File: src/common/ssc_pkg.sv
`default_nettype none
package ssc_pkg;
  // Register offsets
  localparam logic [7:0] ADDR_WDOG_CTRL  = 8'h00; // Watchdog control
  localparam logic [7:0] ADDR_CTRL0      = 8'h01; // Step mode and current
  localparam logic [7:0] ADDR_LIVE_FAULT = 8'h04; // live_fault_status
  localparam logic [7:0] ADDR_X_OVERLOAD = 8'h05; // x_bridge_overload_status
  localparam logic [7:0] ADDR_Y_OVERLOAD = 8'h06; // y_bridge_overload_status
  localparam logic [7:0] ADDR_STEP_POS   = 8'h07; // step_position_status

  // Field positions
  localparam int CHECK_BIT_POS   = 7; // Parity bit of every status byte
  localparam int WDOG_EN_POS     = 7; // watchdog_enable_bit
  localparam int TW_POS          = 6; // thermal_warning
  localparam int PUMP_FAIL_POS   = 5; // pump_fail_flag
  localparam int WDOG_EVT_POS    = 4; // watchdog_event_flag
  localparam int OPEN_X_POS      = 3; // open_coil_x
  localparam int OPEN_Y_POS      = 2; // open_coil_y
  localparam int OVL_LSB         = 3; // Overload nibble, bits 6..3
  localparam int OVERHEAT_POS    = 2; // overheat_shutdown
  localparam int CUR_MSB         = 4; // peak_amplitude_index top bit
  localparam int STEP_MODE_LSB   = 5; // Step mode field, bits 7..5

  // Widths
  localparam int AMP_W   = 5;  // peak_amplitude_index width
  localparam int POS_W   = 7;  // microstep_position width
  localparam int OVL_W   = 4;  // Overload flags per bridge
  localparam int PIN_W   = 13; // Asynchronous fault pins in total
  localparam int SMODE_W = 3;  // Step mode width

  // Reset values
  localparam logic [7:0]       STATUS_RST = 8'h00;
  localparam logic [AMP_W-1:0] AMP_RST    = 5'h00;
  localparam logic [7:0]       RDATA_RST  = 8'h00;
endpackage
`default_nettype wire

File: src/common/ssc_flag_if.sv
`default_nettype none
// Carries raw fault pins to the synchroniser and the clean copies back
interface ssc_flag_if;
  logic [ssc_pkg::PIN_W-1:0] raw;  // Straight from the pins
  logic [ssc_pkg::PIN_W-1:0] safe; // After two flip-flops
  modport sync (input raw, output safe);
  modport user (output raw, input safe);
endinterface
`default_nettype wire

File: src/ssc_pin_sync.sv
`default_nettype none
// Two-stage synchroniser for the analog fault comparators
module ssc_pin_sync (
  input  wire logic   clk_i,
  input  wire logic   rst_b_i,
  ssc_flag_if.sync    flags
);
  logic [ssc_pkg::PIN_W-1:0] meta_q; // First stage, read by stage two only
  logic [ssc_pkg::PIN_W-1:0] safe_q; // Second stage

  //////////////////////////////////////////////////////////////////////////
  // Both stages clear on reset so no flag reads set before a real fault
  always_ff @(posedge clk_i or negedge rst_b_i) begin
    if (!rst_b_i) begin
      meta_q <= '0;
      safe_q <= '0;
    end else begin
      meta_q <= flags.raw;
      safe_q <= meta_q;
    end
  end

  assign flags.safe = safe_q;
endmodule
`default_nettype wire

File: src/ssc_status_regs.sv
`default_nettype none
// How it works
// - Five-bit code picks rising peak coil current
// - Four read-only status bytes; 04h-06h zero after reset, 07h follows position
// - Byte 04h shows live warning, pump, opens, latched watchdog
// - Byte 05h holds latched X bridge overloads
// - Byte 06h latched Y overloads plus overheat
// - Byte 07h shows live seven-bit step position
// - Watchdog timeout sets flag, hard reset clears it
// - Writing enable bit zero clears watchdog flag
module ssc_status_regs #(
  parameter int AMP_W = ssc_pkg::AMP_W,
  parameter int POS_W = ssc_pkg::POS_W
) (
  input  wire logic             clk_i,
  input  wire logic             rst_b_i,
  // Register port behind the serial decoder
  input  wire logic             reg_wr_i,
  input  wire logic             reg_rd_i,
  input  wire logic [7:0]       reg_addr_i,
  input  wire logic [7:0]       reg_wdata_i,
  output logic      [7:0]       reg_rdata_o,
  output logic                  reg_rvalid_o,
  // Control towards the current regulator and watchdog
  output logic      [AMP_W-1:0] peak_amplitude_index_o,
  output logic                  watchdog_enable_bit_o,
  // Same-clock sources
  input  wire logic             watchdog_timeout_i,
  input  wire logic [POS_W-1:0] microstep_position_i,
  // Asynchronous fault pins
  input  wire logic             thermal_warning_i,
  input  wire logic             pump_fail_flag_i,
  input  wire logic             open_coil_x_i,
  input  wire logic             open_coil_y_i,
  input  wire logic [3:0]       x_overload_i,
  input  wire logic [3:0]       y_overload_i,
  input  wire logic             overheat_shutdown_i
);
  //////////////////////////////////////////////////////////////////////////
  // Declarations
  ssc_flag_if                           flag_bus ();      // Pin carrier
  logic [ssc_pkg::OVL_W-1:0]            x_ovl_s;          // Synced X faults
  logic [ssc_pkg::OVL_W-1:0]            y_ovl_s;          // Synced Y faults
  logic                                 tw_s;             // Synced warning
  logic                                 pump_s;           // Synced pump fail
  logic                                 open_x_s;         // Synced open X
  logic                                 open_y_s;         // Synced open Y
  logic                                 heat_s;           // Synced overheat
  logic [ssc_pkg::OVL_W-1:0]            x_lat_q;          // Latched X faults
  logic [ssc_pkg::OVL_W-1:0]            y_lat_q;          // Latched Y faults
  logic                                 heat_lat_q;       // Latched overheat
  logic                                 wdog_evt_q;       // Watchdog event
  logic [ssc_pkg::SMODE_W-1:0]          step_mode_q;      // Stored step mode
  logic [AMP_W-1:0]                     amp_q;            // Peak index
  logic                                 watchdog_enable_bit_q;           // Watchdog enable
  logic [7:0]                           rdata_q;          // Read data
  logic                                 rvalid_q;         // Read answer
  logic [7:0]                           sr0;              // Live byte
  logic [7:0]                           sr1;              // X byte
  logic [7:0]                           sr2;              // Y byte
  logic [7:0]                           sr3;              // Position byte
  logic [7:0]                           rd_mux;           // Selected byte
  logic                                 rd_x;             // Read of 05h
  logic                                 rd_y;             // Read of 06h
  logic                                 wd_clr;           // Enable written 0

  // Adds the even-parity bit over the seven data bits
  function automatic logic [7:0] with_check(input logic [6:0] d);
    with_check = {^d, d};
  endfunction

  //////////////////////////////////////////////////////////////////////////
  // Fault pins pass two flip-flops first
  assign flag_bus.raw = {thermal_warning_i, pump_fail_flag_i, open_coil_x_i,
                         open_coil_y_i, x_overload_i, y_overload_i,
                         overheat_shutdown_i};

  ssc_pin_sync u_sync (
    .clk_i   (clk_i),
    .rst_b_i (rst_b_i),
    .flags   (flag_bus.sync)
  );

  assign {tw_s, pump_s, open_x_s, open_y_s, x_ovl_s, y_ovl_s, heat_s} =
         flag_bus.safe;

  //////////////////////////////////////////////////////////////////////////
  // Access decode
  assign rd_x   = reg_rd_i && (reg_addr_i == ssc_pkg::ADDR_X_OVERLOAD);
  assign rd_y   = reg_rd_i && (reg_addr_i == ssc_pkg::ADDR_Y_OVERLOAD);
  assign wd_clr = reg_wr_i && (reg_addr_i == ssc_pkg::ADDR_WDOG_CTRL) &&
                  !reg_wdata_i[ssc_pkg::WDOG_EN_POS];

  //////////////////////////////////////////////////////////////////////////
  // Control writes; status offsets ignore writes
  always_ff @(posedge clk_i or negedge rst_b_i) begin
    if (!rst_b_i) begin
      amp_q       <= ssc_pkg::AMP_RST;
      step_mode_q <= '0;
      watchdog_enable_bit_q      <= 1'b0;
    end else if (reg_wr_i) begin
      if (reg_addr_i == ssc_pkg::ADDR_CTRL0) begin
        amp_q       <= reg_wdata_i[AMP_W-1:0];
        step_mode_q <= reg_wdata_i[7:ssc_pkg::STEP_MODE_LSB];
      end else if (reg_addr_i == ssc_pkg::ADDR_WDOG_CTRL) begin
        watchdog_enable_bit_q <= reg_wdata_i[ssc_pkg::WDOG_EN_POS];
      end
    end
  end

  //////////////////////////////////////////////////////////////////////////
  // Latched faults: a new fault wins over the read that clears
  always_ff @(posedge clk_i or negedge rst_b_i) begin
    if (!rst_b_i) begin
      x_lat_q    <= '0;
      y_lat_q    <= '0;
      heat_lat_q <= 1'b0;
    end else begin
      x_lat_q    <= (rd_x ? '0 : x_lat_q) | x_ovl_s;
      y_lat_q    <= (rd_y ? '0 : y_lat_q) | y_ovl_s;
      heat_lat_q <= (rd_y ? 1'b0 : heat_lat_q) | heat_s;
    end
  end

  //////////////////////////////////////////////////////////////////////////
  // Watchdog event: cleared by the hard reset or by writing enable bit zero
  always_ff @(posedge clk_i or negedge rst_b_i) begin
    if (!rst_b_i) begin
      wdog_evt_q <= 1'b0;
    end else if (watchdog_timeout_i) begin
      wdog_evt_q <= 1'b1;
    end else if (wd_clr) begin
      wdog_evt_q <= 1'b0;
    end
  end

  //////////////////////////////////////////////////////////////////////////
  // Status byte assembly
  always_comb begin
    sr0 = ssc_pkg::STATUS_RST;
    sr0[ssc_pkg::TW_POS]        = tw_s;
    sr0[ssc_pkg::PUMP_FAIL_POS] = pump_s;
    sr0[ssc_pkg::WDOG_EVT_POS]  = wdog_evt_q;
    sr0[ssc_pkg::OPEN_X_POS]    = open_x_s;
    sr0[ssc_pkg::OPEN_Y_POS]    = open_y_s;
    sr1 = ssc_pkg::STATUS_RST;
    sr1[ssc_pkg::OVL_LSB +: ssc_pkg::OVL_W] = x_lat_q;
    sr2 = ssc_pkg::STATUS_RST;
    sr2[ssc_pkg::OVL_LSB +: ssc_pkg::OVL_W] = y_lat_q;
    sr2[ssc_pkg::OVERHEAT_POS] = heat_lat_q;
    sr3 = {1'b0, microstep_position_i};
  end

  //////////////////////////////////////////////////////////////////////////
  // Read select; unmapped offsets answer zero
  always_comb begin
    if (reg_addr_i == ssc_pkg::ADDR_WDOG_CTRL) begin
      rd_mux = {watchdog_enable_bit_q, 7'h00};
    end else if (reg_addr_i == ssc_pkg::ADDR_CTRL0) begin
      rd_mux = {step_mode_q, amp_q};
    end else if (reg_addr_i == ssc_pkg::ADDR_LIVE_FAULT) begin
      rd_mux = with_check(sr0[6:0]);
    end else if (reg_addr_i == ssc_pkg::ADDR_X_OVERLOAD) begin
      rd_mux = with_check(sr1[6:0]);
    end else if (reg_addr_i == ssc_pkg::ADDR_Y_OVERLOAD) begin
      rd_mux = with_check(sr2[6:0]);
    end else if (reg_addr_i == ssc_pkg::ADDR_STEP_POS) begin
      rd_mux = with_check(sr3[6:0]);
    end else begin
      rd_mux = ssc_pkg::RDATA_RST;
    end
  end

  //////////////////////////////////////////////////////////////////////////
  // Read answer one cycle after the strobe, held until the next read
  always_ff @(posedge clk_i or negedge rst_b_i) begin
    if (!rst_b_i) begin
      rdata_q  <= ssc_pkg::RDATA_RST;
      rvalid_q <= 1'b0;
    end else begin
      rvalid_q <= reg_rd_i;
      if (reg_rd_i) begin
        rdata_q <= rd_mux;
      end
    end
  end

  assign reg_rdata_o            = rdata_q;
  assign reg_rvalid_o           = rvalid_q;
  assign peak_amplitude_index_o = amp_q;
  assign watchdog_enable_bit_o  = watchdog_enable_bit_q;
endmodule
`default_nettype wire

File: config.mk
export PLATFORM = sky130hd
export DESIGN_NAME = ssc_status_regs
export DESIGN_NICKNAME = d
export VERILOG_FILES = /design/src/common/ssc_pkg.sv /design/src/common/ssc_flag_if.sv /design/src/ssc_pin_sync.sv /design/src/ssc_status_regs.sv
export SDC_FILE = /design/constraint.sdc
export NUM_CORES = 1
export LEC_CHECK = 0
export ABC_CLOCK_PERIOD_IN_PS = 1500
export BUFFER_PORTS_ARGS = -buffer_cell sky130_fd_sc_hd__buf_2
export CAP_MARGIN = 20
export CELL_PAD_IN_SITES_DETAIL_PLACEMENT = 1
export CELL_PAD_IN_SITES_GLOBAL_PLACEMENT = 1
export CORE_UTILIZATION = 27
export DETAILED_ROUTE_END_ITERATION = 10
export PLACE_DENSITY_LB_ADDON = 0.2
export SYNTH_ARGS = -nofsm -noshare
export SYNTH_HDL_FRONTEND = slang
export SYNTH_SLANG_ARGS = --single-unit
File: constraint.sdc
create_clock -name clk_i -period 1.5 [get_ports clk_i]
set_input_delay 0.225 -clock clk_i [delete_from_list [all_inputs] [get_ports clk_i]]
set_output_delay 0.225 -clock clk_i [all_outputs]
set_load 0.01 [all_outputs]
-- Word-level counts from Yosys, hierarchy flattened
Cells that the tools add are included.
- reduce and logical (&&, ||, !) cells: 13
- muxes and demuxes: 11
- bitwise gates (word level): 4
- eq/ne operators: 5
- operator list (kind ; number):
    $mux W8 ; 6
    $eq A8 B3 Y1 const B ; 4
    $reduce_xor A7 Y1 ; 4
    $eq A8 B1 Y1 const B ; 1
    $logic_not A8 Y1 ; 1
    $mux W4 ; 2
    $or A4 B4 Y4 ; 2
    $logic_and A1 B1 Y1 ; 4
    $mux W1 ; 3
    $reduce_and A3 Y1 ; 1
    $reduce_and A2 Y1 ; 1
    $reduce_bool A2 Y1 ; 1
    $logic_not A1 Y1 ; 1
    $not A1 Y1 ; 1
    $or A1 B1 Y1 ; 1
- word-level logic and storage cells: 44
- bits of input ports: 41
- flip-flop bits (word level): 54

-- Logic depth before layout (Yosys ltp)
- word-level depth: 7
- gate-level depth with buffers: 6
- mapped depth without buffers: 5

-- By module
Synthesis repeated with hierarchy kept, for this count alone.
- cells, all modules: 155
- area, all modules: 2173.3 sq um
- modules (own cells, without submodules) (module ; area an instance (sq um) ; times used ; cells each):
    ssc_status_regs ; 1522.7 ; 1 ; 129
    ssc_pin_sync ; 650.6 ; 1 ; 26

-- Worst setup path before layout
Ideal clock, no wire load.
- kind: input port to flip-flop
- start point: input port reg_addr_i[3]
- end point: register amp_q[0], in the netlist peak_amplitude_index_o[0]
- library setup time: 125 ps
- required time: 1375 ps
- stages on the path: 5
- arrival time: 1819 ps
- slack: -444 ps
- cell sequence: or4_4 or3_4 nor3b_4 nand2_4 mux2_2
- longest elaborated chain between the ends: 2
- RTL lines (element ; line ; RTL):
    start, declared ; ssc_status_regs.sv:20 ; input wire logic [7:0] reg_addr_i,
    $eq A8 B1 Y1 ; ssc_status_regs.sv:102 ; if (reg_addr_i == ssc_pkg::ADDR_CTRL0) begin
    $reduce_and A2 Y1 (no line) ; n/a ;
    end signal, assigned ; ssc_status_regs.sv:98 ; amp_q <= ssc_pkg::AMP_RST;
    end signal, assigned ; ssc_status_regs.sv:103 ; amp_q <= reg_wdata_i[AMP_W-1:0];
    end, declared ; ssc_status_regs.sv:54 ; logic [AMP_W-1:0] amp_q;
Every way passes these cells.
A chain may end at the register's enable or synchronous reset.

-- Worst setup path in the final report
- start point: input port reg_addr_i[3]
- end point: register step_mode_q[2] in the netlist's numbering
- longest elaborated chain between the ends: 2
- RTL lines (element ; line ; RTL):
    $eq A8 B1 Y1 ; ssc_status_regs.sv:102 ;
    $reduce_and A2 Y1 (no line) ; n/a ;
    end signal, assigned ; ssc_status_regs.sv:104 ; step_mode_q <= reg_wdata_i[7:ssc_pkg::STEP_MODE_LSB];
    end, declared ; ssc_status_regs.sv:53 ; logic [ssc_pkg::SMODE_W-1:0] step_mode_q;
Every way passes these cells.

==> results_dict.tcl <==
set metrics [dict create \
    pre_cts_ws_ps -517 \
    drv_cap 0 \
    hold_depth 1 \
    grt_use_total_pct 12.8 \
    overflow 0 \
    drive_above_1_share_pct 44.8 \
    port_buffers 55 \
    ys_ff_latch 54 \
    clock_skew_ps 8.82 \
    clockBufferDepth 2 \
    wl_um 4830 \
    clkTransAtPathRegs_ps 100 \
    p_leak_nw 1.36 \
    critical_path_arrival_ps 1860 \
    critical_path.max_fanout 8 \
    reg2reg_setup_slack_ps 0 \
    viasPerCell 4.33 \
    hold_class "input port to flop" \
    cts.sinks 54 \
    diodes 0 \
    grt_pass1_vias 1611 \
    ios 56 \
    root_buffer "clkbuf_8" \
    coreArea_um2 7730 \
    place_congestion 0.697 \
    vdd_drop_max_v 0.000448 \
    synth-main-ff-cell "dfrtp_1" \
    slew_violations 0 \
    fin_crit_ps 1660 \
    netlist_area_um2 2150 \
    endpoint_kind "flop" \
    finalNetCount 281 \
    drc_errors 0 \
    outcome "finished, violations left" \
    wl_per_cell_um 14.1 \
    antenna_found_initial 0 \
    insertion_delay_ps 310 \
    grt_pass1_wl_um 8110 \
    cts_buffers 5 \
    startpoint_type "input port" \
    antenna_left 0 \
    layout_common_cells "dfrtp_1, buf_2, buf_4, mux2_2, dlygate4sd3_1" \
    synth_area_leaders "dfrtp_1, mux2_2, xnor2_1" \
    synthArstFlopShare_pct 100 \
    r2r-end "reg_rdata_o[7]$_DFFE_PN0P_" \
    critPathRequiredTime_ps 1700 \
    synth-edff-count 0 \
    timing.hold.ws_ps 13.0 \
    worstRegToRegCells 5 \
    p_total_mw 2.72 \
    timing.final.ws_setup_ps -162 \
    setup_viol 19 \
    reg2reg_from "wdog_evt_q$_DFFE_PN0P_" \
    max_freq_ghz 0.602 \
    dr.pass1.iters 4 \
    dpl.hpwl_um 3530 \
    yosys.area.top_type "dfrtp_1" \
    timing.final.crit_share_pct 111 \
    syn_inst 153 \
    worstHoldStart "y_overload_i[2]" \
    hold_violations 0 \
    drtIter0Drc 31 \
    cts_tree "yes" \
    seq_area_frac_synth_pct 62.9 \
    relSlewSlack_pct 74.0 \
    p_per_area_nw_per_um2 922 \
    violations "negative setup slack" \
    start_util_pct 27.8 \
    worst_pin_slew_ps 390 \
    synth_warnings 0 \
    rows 32 \
    final_util_pct 38.1 \
    dieArea_um2 8310 \
    synth.distinct_cells 37 \
    fill_cells 851 \
    syn-mean-instance-area_um2 14.0 \
    rsz0062_at_grt "true" \
    grt_max_degree 41 \
    syn_nets 194 \
    areaGrowthSynthToFinish_pct 37.3 \
    synth_top_cell_area_share_pct 62.9 \
    ctsHtreeMaxLevel 2 \
    holdPathEnd "u_sync.meta_q[3]$_DFF_PN0_" \
    crit_type "input port to flop" \
    vias 1485 \
    die_h_um 91.2 \
    die_w_um 91.2 \
]
## layout make-up
cell class / count / area (µm²) / area share, %
clock buffers: 5 / 68.8 / 2.33
clock inverters: 3 / 28.8 / 0.976
inverters: 1 / 3.75 / 0.127
multi-input cells: 92 / 810 / 27.5
flip-flops and latches: 54 / 1350 / 45.8
well taps: 102 / 128 / 4.33
repair buffers: 86 / 558 / 18.9
## logic make-up after synthesis
kind of cell              Yosys count  share of synthesized area [%]
buffers and inverters               7                           1.22
muxes                              15                           9.38
AOI/OAI and AO/OA                  32                           10.1
DFF                                54                           62.9
xor gates and xnor gates           15                           7.40
and+or+nand+nor                    30                           8.98
## what timing repair did
action,4_1_cts,5_1_grt
resized for setup,8,3
hold buffers,6,5
setup endpoints to repair,25,25
pin swaps,12,3
hold endpoints to repair,19,5
setup buffers,4,0
## where the power goes
part	internal (mW)	switching (mW)	leakage [nW]	total, mW
Clock	0.347	0.521	0.0502	0.868
Sequential	1.51	0.0253	0.631	1.54
Combinational	0.164	0.146	0.678	0.311
Total	2.02	0.693	1.36	2.72
## synthesized netlist by cell type (2+ instances only)
cell type and count:
nand3b_1 2, o21ai_0 4, nor2_1 7, a22oi_1 6, xor2_1 3, dfrtp_1 54, nand2_1 6, a21oi_1 6
mux2_2 11, xnor3_1 2, nand4b_1 2, a21o_1 10, mux4_2 3, xnor2_1 10, clkbuf_1 5
## per-stage QoR
| step | setup TNS, ps | instances | instance area (µm²) |
|---|---|---|---|
| 2_1_floorplan | -8780 | 153 | 2150 |
| 3_3_place_gp | -11370 | 320 | 2660 |
| 3_5_place_dp | -11830 | 320 | 2660 |
| 4_1_cts | -2030 | 338 | 2890 |
| 5_1_grt | -3660 | 343 | 2950 |
| 6_report | -1980 | 343 | 2950 |
## worst max path at each step
stage	startpoint	endpoint	cells past startpoint
after floorplan	reg_addr_i[3]	peak_amplitude_index_o[0]$_DFFE_PN0P_	5
after global placement	reg_addr_i[3]	peak_amplitude_index_o[4]$_DFFE_PN0P_	6
after detailed placement	reg_addr_i[3]	step_mode_q[2]$_DFFE_PN0P_	6
after CTS	reg_addr_i[3]	step_mode_q[2]$_DFFE_PN0P_	6
after global routing	reg_addr_i[3]	peak_amplitude_index_o[1]$_DFFE_PN0P_	6
final	reg_addr_i[3]	step_mode_q[2]$_DFFE_PN0P_	6
## state kept, by name (all words and copies together) (netlist names)
register / count
y_lat_q: 4
heat_lat_q: 1
reg_rvalid_o: 1
watchdog_enable_bit_o: 1
wdog_evt_q: 1
reg_rdata_o: 8
peak_amplitude_index_o: 5
u_sync.flags.safe: 13
step_mode_q: 3
u_sync.meta_q: 13
x_lat_q: 4
## worst max-delay path, stage by stage
cell     delay, ps
buf_6           90
or4_4          530
or3_4          360
nor3b_4        240
nand2_4        130
mux2_2         280
## layer usage
layer / global-route usage [%] / part of all wire (%) / routed length [µm]
met5: 0 / 0 / 0
met4: 4.63 / 1.1 / 55
met3: 2.85 / 4.1 / 200
met2: 21.6 / 50 / 2410
met1: 16.1 / 45 / 2160
Note: power is estimated with default switching activity, not from simulation.
